### src/hdl/txpc_pkg.sv
package txpc_pkg;
    // Three-level select encodings (two-bit digital stand-in for ternary pin)
    localparam logic [1:0] TL_LOW   = 2'h0;
    localparam logic [1:0] TL_MID   = 2'h1;
    localparam logic [1:0] TL_HIGH  = 2'h2;
    localparam logic [1:0] TL_FLOAT = 2'h3;

    localparam int CHANNELS   = 4;
    localparam int DATA_W     = 8;
    localparam int CTL_W      = 2;
    localparam int MULT_FULL  = 20;
    localparam int MULT_HALF  = 10;
    localparam int RESET_EDGES = 2;

    typedef enum logic [1:0] {
        TXPC_SRC_REF,
        TXPC_SRC_OWN,
        TXPC_SRC_CHA
    } txpc_src_type;

    // One channel's parallel input character
    typedef struct packed {
        logic [DATA_W-1:0] data;
        logic [CTL_W-1:0]  ctl;
        logic              par;
    } txpc_char_type;
endpackage

### src/hdl/txpc_check.sv
`timescale 1ns/1ps
`default_nettype none
// How it works
// - Phase adjusts while phase-align reset low, frozen while high once the low pulse spanned at least two reference edges.
// - Parity control low: no parity check on any channel.
// - Mid, encoder on: odd parity over data plus parity bit.
// - Mid, encoder bypassed: odd parity over data, control and parity.
// - High: odd parity over data, control and parity always.
// - Floating three-level select reads as mid.
// - Source select: low reference, mid own clock, high channel A clock.
// - Half-rate select gives multiplier twenty when high, ten when low.
module txpc_check
    import txpc_pkg::*;
#(
    parameter int NCH = CHANNELS
) (
    input  wire logic                       CORE_CLK,
    input  wire logic                       RST,
    input  wire logic                       REFERENCE_CLOCK,
    input  wire logic [NCH-1:0]             CHANNEL_INPUT_CLOCK,
    input  wire logic                       PHASE_ALIGN_RESET_N,
    input  wire logic [1:0]                 INPUT_CLOCK_SOURCE_SELECT,
    input  wire logic                       HALF_RATE_REF_SELECT,
    input  wire logic [1:0]                 PARITY_CHECK_CONTROL,
    input  wire logic                       ENCODER_ENABLE,
    input  wire txpc_char_type [NCH-1:0]    CHANNEL_CHAR_IN,
    output logic [NCH-1:0]                  PARITY_ERROR,
    output logic [NCH-1:0]                  CHAR_STROBE,
    output logic [NCH-1:0]                  PHASE_LOCKED,
    output logic                            MODE_INVALID,
    output logic [4:0]                      PLL_MULTIPLIER
);

    // Ternary pin decode; float self-biases to mid
    function automatic logic [1:0] tl_decode(input logic [1:0] v);
        tl_decode = (v == TL_FLOAT) ? TL_MID : v;
    endfunction

    // Odd parity over selected bits; returns 1 on failure
    function automatic logic par_fail(input txpc_char_type c,
                                      input logic with_ctl);
        logic x;
        x = ^c.data ^ c.par;
        if (with_ctl) begin
            x = x ^ (^c.ctl);
        end
        par_fail = ~x;
    endfunction

    // Async pins: two-stage synchronisers
    logic [NCH+1:0] meta;
    logic [NCH+1:0] sync;
    logic [NCH+1:0] sync_d;
    logic [NCH+1:0] next_sync_d;
    txpc_char_type [NCH-1:0] char_meta;
    txpc_char_type [NCH-1:0] char_sync;
    logic [5:0]     cfg_meta;
    logic [5:0]     cfg_sync;

    always_ff @(posedge CORE_CLK) begin
        if (RST) begin
            meta      <= '0;
            sync      <= '0;
            char_meta <= '0;
            char_sync <= '0;
            cfg_meta  <= '0;
            cfg_sync  <= '0;
        end else begin
            meta      <= {PHASE_ALIGN_RESET_N, REFERENCE_CLOCK,
                          CHANNEL_INPUT_CLOCK};
            sync      <= meta;
            char_meta <= CHANNEL_CHAR_IN;
            char_sync <= char_meta;
            // Selects are static, so skew between their bits is harmless
            cfg_meta  <= {INPUT_CLOCK_SOURCE_SELECT, HALF_RATE_REF_SELECT,
                          PARITY_CHECK_CONTROL, ENCODER_ENABLE};
            cfg_sync  <= cfg_meta;
        end
    end

    // Delayed copy for edge detection, reads only second stage
    always_comb begin
        next_sync_d = sync;
    end

    always_ff @(posedge CORE_CLK) begin
        if (RST) begin
            sync_d <= '0;
        end else begin
            sync_d <= next_sync_d;
        end
    end

    logic [NCH-1:0] ch_rise;
    logic           ref_rise;
    logic           par_n_s;
    assign ch_rise  = sync[NCH-1:0] & ~sync_d[NCH-1:0];
    assign ref_rise = sync[NCH] & ~sync_d[NCH];
    assign par_n_s  = sync[NCH+1];

    // Synchronised selects, split back into their fields
    logic [1:0]   sel_s;
    logic         half_s;
    logic [1:0]   pctl_s;
    logic         enc_s;
    assign {sel_s, half_s, pctl_s, enc_s} = cfg_sync;

    // Configuration decode, from the synchronised copy only
    txpc_src_type src;
    logic [1:0]   pctl;
    always_comb begin
        unique case (tl_decode(sel_s))
            TL_LOW:  src = TXPC_SRC_REF;
            TL_MID:  src = TXPC_SRC_OWN;
            default: src = TXPC_SRC_CHA;
        endcase
        pctl = tl_decode(pctl_s);
    end

    // Flag for the host-side illegal combination; device keeps running
    logic         mode_bad;
    logic         next_mode_bad;
    logic [4:0]   mult;
    logic [4:0]   next_mult;
    always_comb begin
        next_mode_bad = half_s && (src != TXPC_SRC_REF);
        next_mult     = half_s ? 5'(MULT_FULL) : 5'(MULT_HALF);
    end

    // Registered: status words lag the pins by three cycles
    always_ff @(posedge CORE_CLK) begin
        if (RST) begin
            mode_bad <= 1'b0;
            mult     <= 5'(MULT_HALF);
        end else begin
            mode_bad <= next_mode_bad;
            mult     <= next_mult;
        end
    end
    assign MODE_INVALID   = mode_bad;
    assign PLL_MULTIPLIER = mult;

    // Phase alignment: low reset sampled on reference edges adjusts phase
    logic [1:0]     low_cnt;
    logic [1:0]     next_low_cnt;
    logic [NCH-1:0] locked;
    logic [NCH-1:0] next_locked;
    always_comb begin
        next_low_cnt = low_cnt;
        next_locked  = locked;
        if (ref_rise) begin
            if (!par_n_s) begin
                if (low_cnt < 2'(RESET_EDGES)) begin
                    next_low_cnt = low_cnt + 2'h1;
                end
                next_locked = '0;
            end else begin
                next_low_cnt = 2'h0;
                // Freeze only after a full-length reset pulse
                if (low_cnt >= 2'(RESET_EDGES)) begin
                    next_locked = '1;
                end
            end
        end
    end

    always_ff @(posedge CORE_CLK) begin
        if (RST) begin
            low_cnt <= 2'h0;
            locked  <= '0;
        end else begin
            low_cnt <= next_low_cnt;
            locked  <= next_locked;
        end
    end
    assign PHASE_LOCKED = locked;

    // Per-channel input register strobe from selected clock
    logic [NCH-1:0] strobe;
    always_comb begin
        for (int i = 0; i < NCH; i++) begin
            unique case (src)
                TXPC_SRC_REF: strobe[i] = ref_rise;
                TXPC_SRC_OWN: strobe[i] = ch_rise[i];
                TXPC_SRC_CHA: strobe[i] = ch_rise[0];
            endcase
        end
    end

    // Parity check registered on the capturing strobe
    logic [NCH-1:0] perr;
    logic [NCH-1:0] next_perr;
    logic [NCH-1:0] stb;
    logic [NCH-1:0] next_stb;
    always_comb begin
        next_perr = perr;
        next_stb  = strobe;
        for (int i = 0; i < NCH; i++) begin
            if (strobe[i]) begin
                unique case (pctl)
                    TL_LOW:  next_perr[i] = 1'b0;
                    TL_MID:  next_perr[i] = par_fail(char_sync[i],
                                 !enc_s);
                    default: next_perr[i] = par_fail(char_sync[i],
                                 1'b1);
                endcase
            end
        end
    end

    always_ff @(posedge CORE_CLK) begin
        if (RST) begin
            perr <= '0;
            stb  <= '0;
        end else begin
            perr <= next_perr;
            stb  <= next_stb;
        end
    end
    assign PARITY_ERROR = perr;
    assign CHAR_STROBE  = stb;

endmodule
`default_nettype wire

### config.mk
export PLATFORM = sky130hd
export DESIGN_NAME = txpc_check
export DESIGN_NICKNAME = d
export VERILOG_FILES = /design/src/hdl/txpc_pkg.sv /design/src/hdl/txpc_check.sv
export SDC_FILE = /design/constraint.sdc
export NUM_CORES = 1
export LEC_CHECK = 0
export BUFFER_PORTS_ARGS = -buffer_cell sky130_fd_sc_hd__buf_2
export CORE_MARGIN = 4
export CORE_UTILIZATION = 54
export DETAILED_ROUTE_END_ITERATION = 16
export PLACE_DENSITY_LB_ADDON = 0.08
export SYNTH_ARGS = -nofsm -noshare
export SYNTH_HDL_FRONTEND = slang
export SYNTH_SLANG_ARGS = --single-unit
### constraint.sdc
create_clock -name CORE_CLK -period 1.9 [get_ports CORE_CLK]
set_input_delay 0.38 -clock CORE_CLK [delete_from_list [all_inputs] [get_ports CORE_CLK]]
set_output_delay 0.38 -clock CORE_CLK [all_outputs]
set_load 0.03 [all_outputs]
# Word level (Yosys, flattened, before mapping)

Cells that the tools add are included.

Bits in registers: 137
Input port bits: 58
Output and inout port bits: 18
Word-level logic and storage cells: 122

Add/sub/neg operators: 1
Order comparisons: 2
Equal/unequal tests: 7
Muxes and demuxes: 36
Bitwise operators: 20
Reductions and logical operators: 18

Operators with widths:

| operator                                                                 | number |
|---|---|
| 8-bit parity                                                             | 4 |
| 1-bit two-way mux                                                        | 20 |
| 1-bit one-hot mux with 2 select lines                                    | 5 |
| 1-bit inverter                                                           | 9 |
| 1-bit one-hot mux with 3 select lines                                    | 3 |
| 2-bit two-way mux                                                        | 4 |
| 4-bit two-way mux                                                        | 2 |
| 2-bit parity                                                             | 4 |
| 1-bit XOR                                                                | 8 |
| 2-bit by 1-bit == test with 1-bit output (second input constant)         | 3 |
| 2-bit == test (second input constant)                                    | 3 |
| 2-bit zero test                                                          | 3 |
| 5-bit two-way mux                                                        | 1 |
| 4-bit AND                                                                | 1 |
| 4-bit inverter                                                           | 1 |
| 2-bit one-hot mux with 2 select lines                                    | 1 |
| 2-bit AND reduction                                                      | 2 |
| 2-bit nonzero test                                                       | 2 |
| 2-bit OR reduction                                                       | 2 |
| 2-bit by 1-bit adder with 2-bit output (second input constant)           | 1 |
| 2-bit >= comparator (second input constant)                              | 1 |
| 2-bit < comparator (second input constant)                               | 1 |
| 2-bit by 1-bit inequality test with 1-bit output (second input constant) | 1 |
| 1-bit AND                                                                | 1 |
| 1-bit logical AND                                                        | 1 |

# Logic depth before layout (Yosys ltp)

Depth after elaboration: 10
Depth in mapped cells: 6
Gate-level depth less buffers: 6

# Worst setup path after synthesis

OpenSTA, ideal clock, no wires.

Path type: register to register
Start: reg char_sync[5] in the netlist's numbering
End: reg perr[0], in the netlist PARITY_ERROR[0]
Library setup time: 0.091 ns
Data arrival time: 1.512 ns
Required time: 1.809 ns
Setup slack: 0.297 ns
Stages on the path, launching flop included: 6
Buffers on the path: 0
Clock period less this slack: 1.603 ns
Path through: dfxtp_1 -> xnor2_1 -> xnor3_1 -> xor3_1 -> a21boi_1 -> a311oi_1

Longest elaborated chain between the ends: 8
Elaborated cells on any way between the ends: 11
Those cells by class: 6 x mux; 4 x bitwise; 1 x reduce/logical

RTL lines:

| what                                      | RTL line          | RTL |
|---|---|---|
| from (decl)                               | txpc_check.sv:56  | `txpc_char_type [NCH-1:0] char_sync;` |
| from (signal assigned)                    | txpc_check.sv:73  | `char_sync <= char_meta;` |
| 8-bit parity (*)                          | txpc_check.sv:43  | `x = ^c.data ^ c.par;` |
| 1-bit XOR (*)                             | txpc_check.sv:43  |  |
| 1-bit XOR                                 | txpc_check.sv:45  | `x = x ^ (^c.ctl);` |
| 1-bit two-way mux                         | txpc_check.sv:44  | `if (with_ctl) begin` |
| 1-bit two-way mux                         | txpc_check.sv:200 | `unique case (pctl)` |
| 1-bit two-way mux                         | txpc_check.sv:199 | `if (strobe[i]) begin` |
| 1-bit inverter                            | txpc_check.sv:47  | `par_fail = ~x;` |
| 1-bit one-hot mux with 2 select lines (*) | txpc_check.sv:200 |  |
| to (signal assigned)                      | txpc_check.sv:216 | `perr <= next_perr;` |
| to (decl)                                 | txpc_check.sv:191 | `logic [NCH-1:0] perr;` |

Mark *: on every way between the ends. The rest lies on a longest branch, timed or not. The select of a mux whose other input is x is not followed.
A chain may end at the register's enable or synchronous reset.

# Worst setup path in the final report

Same ends and word-level chain as after synthesis.

==> reports/results.ini <==
[clock_tree]
cts.htree.levels=4
cts_buffers=17
cts_root_buffer=clkbuf_8
cts-resized-gates=0
cts_tree=yes
clock_latency_ps=500
clockBufferDepth=2
post_cts_buffers=0
clk_pin_slew_worst_paths_ps=60
hold_buffers=0
cts_sinks=131

[detailed_routing]
drcViolationCount=0
vias=2563
first_pass_iters=4
ant_nets=0
initialDrtViolationCount=66
wire_per_inst_um=11.08
finalWirelength_mm=6.294
via_per_inst=4.512

[setup_path]
reg2reg_setup_slack_ps=180
worstSetupEndpointType=register
worst_setup_path_start_kind=register
cp_max_fo=3
worstPathArrival_ps=2140
r2r_cells=5
worst_r2r_endpoint=PARITY_ERROR[0]$_SDFFE_PP0P_
crit_type=reg2reg
crit_required_ps=2320
r2r_start=char_sync[5]$_SDFF_PP0_

[pwr]
finalPower_uw=6693
swShare=0.2049
pwr-share-comb=0.068
peakVddDrop_v=0.0007773
p_int_uw=5322
cellPowerDensity_nw_per_um2=1235
switchingPower_uw=1371
clkPwrFrac=0.497
power.share.sequential=0.435
p_leak_uw=0.002313

[synthesis]
synth_most_common_cell=dfxtp_1
yosysSeqAreaShare=0.6032
synth-seq-cells=131
synth_edf_count=0
synthesis.area_um2=4348
synth_area_leaders=dfxtp_1 60%, nor2b_1 18%, xnor2_1 4.0%
syn_inst=378
yosysWarnings=0
synth.avg_cell_area_um2=11.50
synthesis.nets=437
yosys-top-cells-count=131 x dfxtp_1, 122 x nor2b_1, 20 x xnor2_1
synth_top_area_cell=dfxtp_1
yosysUniqueCellTypes=34
async_flop_share=0
synth_ff_type=dfxtp_1
synth_top_area_frac=0.6032

[global_routing]
grt_pass1_wl_mm=10.50
grt_remaining_overflow=0
grt_util_all_layers=0.1381
grt_pass1_vias=2452
grt_max_degree=50
antenna_found_initial=0

[timing]
fin_ws_ps=177.2
fmax_mhz=580.4
fin_crit_sh=0.9067
finalCriticalPeriod_ps=1723
clock_skew_ps=6.882
finalMaxSlewViolations=0
rsz0062_at_grt=false
setup-violations-final=0
hold_viol=0
setup_tns_ps=0
fin_hold_ws_ps=77.59

[place]
place_inst=536
port_buffers=74
dpl.hpwl_mm=4.375
gp_congestion=0.7462
dp_slack_ps=183.3

[layout]
stdcell_count=568
drive_above_1_share=0.2425
diodes=0
synthToLayoutAreaGrowth_pct=24.66
final_nets=512

[floorplanning]
die_area_um2=9551
initial_core_util=0.5598
dieWidth_um=97.73
die_y_um=97.73
fp-row-count=32
core_area_um2=7767
pin_count=76

[hold_path]
hold_end=char_meta[5]$_SDFF_PP0_
hold_path_class=in2reg
hp-start=CHANNEL_CHAR_IN[5]
min_path_cells=2

[run]
cap_viol_max_count=0

[outcome]
status=finished clean

-- worst max-delay path by stage --
stage | startpoint | to | slack [ps]
final | char_sync[5]$_SDFF_PP0_ | PARITY_ERROR[0]$_SDFFE_PP0P_ | 180
after global routing | next_sync_d[4]$_SDFF_PP0_ | PARITY_ERROR[1]$_SDFFE_PP0P_ | 90
after CTS | char_sync[5]$_SDFF_PP0_ | PARITY_ERROR[0]$_SDFFE_PP0P_ | 180
after detailed placement | char_sync[5]$_SDFF_PP0_ | PARITY_ERROR[0]$_SDFFE_PP0P_ | 180
after global placement | char_sync[5]$_SDFF_PP0_ | PARITY_ERROR[0]$_SDFFE_PP0P_ | 230
after floorplan | char_sync[5]$_SDFF_PP0_ | PARITY_ERROR[0]$_SDFFE_PP0P_ | 300
-- layout by cell type (no fill, tap or decap), drive strengths merged, types with 4 or more instances in the layout --
master  instances
clkinv          6
xor2            6
buf            77
nor2b         122
a21oi           6
bufinv          4
inv             6
xnor3           6
clkbuf         20
xnor2          21
nand2           5
nand4b          4
dfxtp         131
nor3            4
nor2           17
-- critical path, cell delays in order (launching register included) --
cell      delay (ps)
dfxtp_1          310
xnor2_1          140
xnor3_1          460
xor3_1           390
a21boi_1          60
a311oi_1         270
-- flip-flops by register name (all words and copies together) (netlist names), 2 cells and up --
signal          count
CHAR_STROBE         4
PARITY_ERROR        4
PLL_MULTIPLIER      2
cfg_meta            6
cfg_sync            6
char_meta          44
char_sync          44
low_cnt             2
meta                6
next_sync_d         6
sync_d              5
-- metrics by stage --
stage / util / area [um^2]
floorplan: - / 4348
global placement: 0.6173 / 4795
detailed placement: 0.6173 / 4795
CTS: 0.6978 / 5420
global route: 0.6978 / 5420
finish: 0.6978 / 5420
-- logic make-up (layout without fill, tap and decap cells) --
| kind of cell | after synthesis | count (layout) | share of synthesized area |
|---|---|---|---|
| AOI/OAI and AO/OA | 20 | 20 | 0.04231 |
| xor gates and xnor gates | 34 | 34 | 0.09324 |
| adders and majority gates | 1 | 1 | 0.002877 |
| buffers and inverters | 27 | 115 | 0.02849 |
| DFF | 131 | 131 | 0.6032 |
| muxes | 3 | 3 | 0.006907 |
| other | 1 | 1 | 0.0008625 |
| and+or+nand+nor | 161 | 161 | 0.2222 |
-- per-layer routing --
layer	share of wire	GRT usage
met1	0.43	0.1484
met2	0.49	0.2341
met3	0.059	0.06000
met4	0.019	0.06496
met5	0	0
-- power groups by stage --
stage / registers, uW / clock network (uW) / logic [uW]
6_report: 2910 / 3330 / 453
5_1_grt: 2930 / 3510 / 499
4_1_cts: 2920 / 3390 / 461
3_5_place_dp: 2980 / 0 / 457
3_3_place_gp: 2970 / 0 / 448
2_1_floorplan: 2980 / 0 / 327
-- final cells by class --
class,count,area (um^2)
clock buffers,20,445.4
clock inverters,12,180.2
fillers,583,2347
inverters,6,22.52
multi-input cells,220,1602
flip-flops and latches,131,2623
well taps,102,127.6
repair buffers,77,420.4
(Power assumes the default switching activity.)
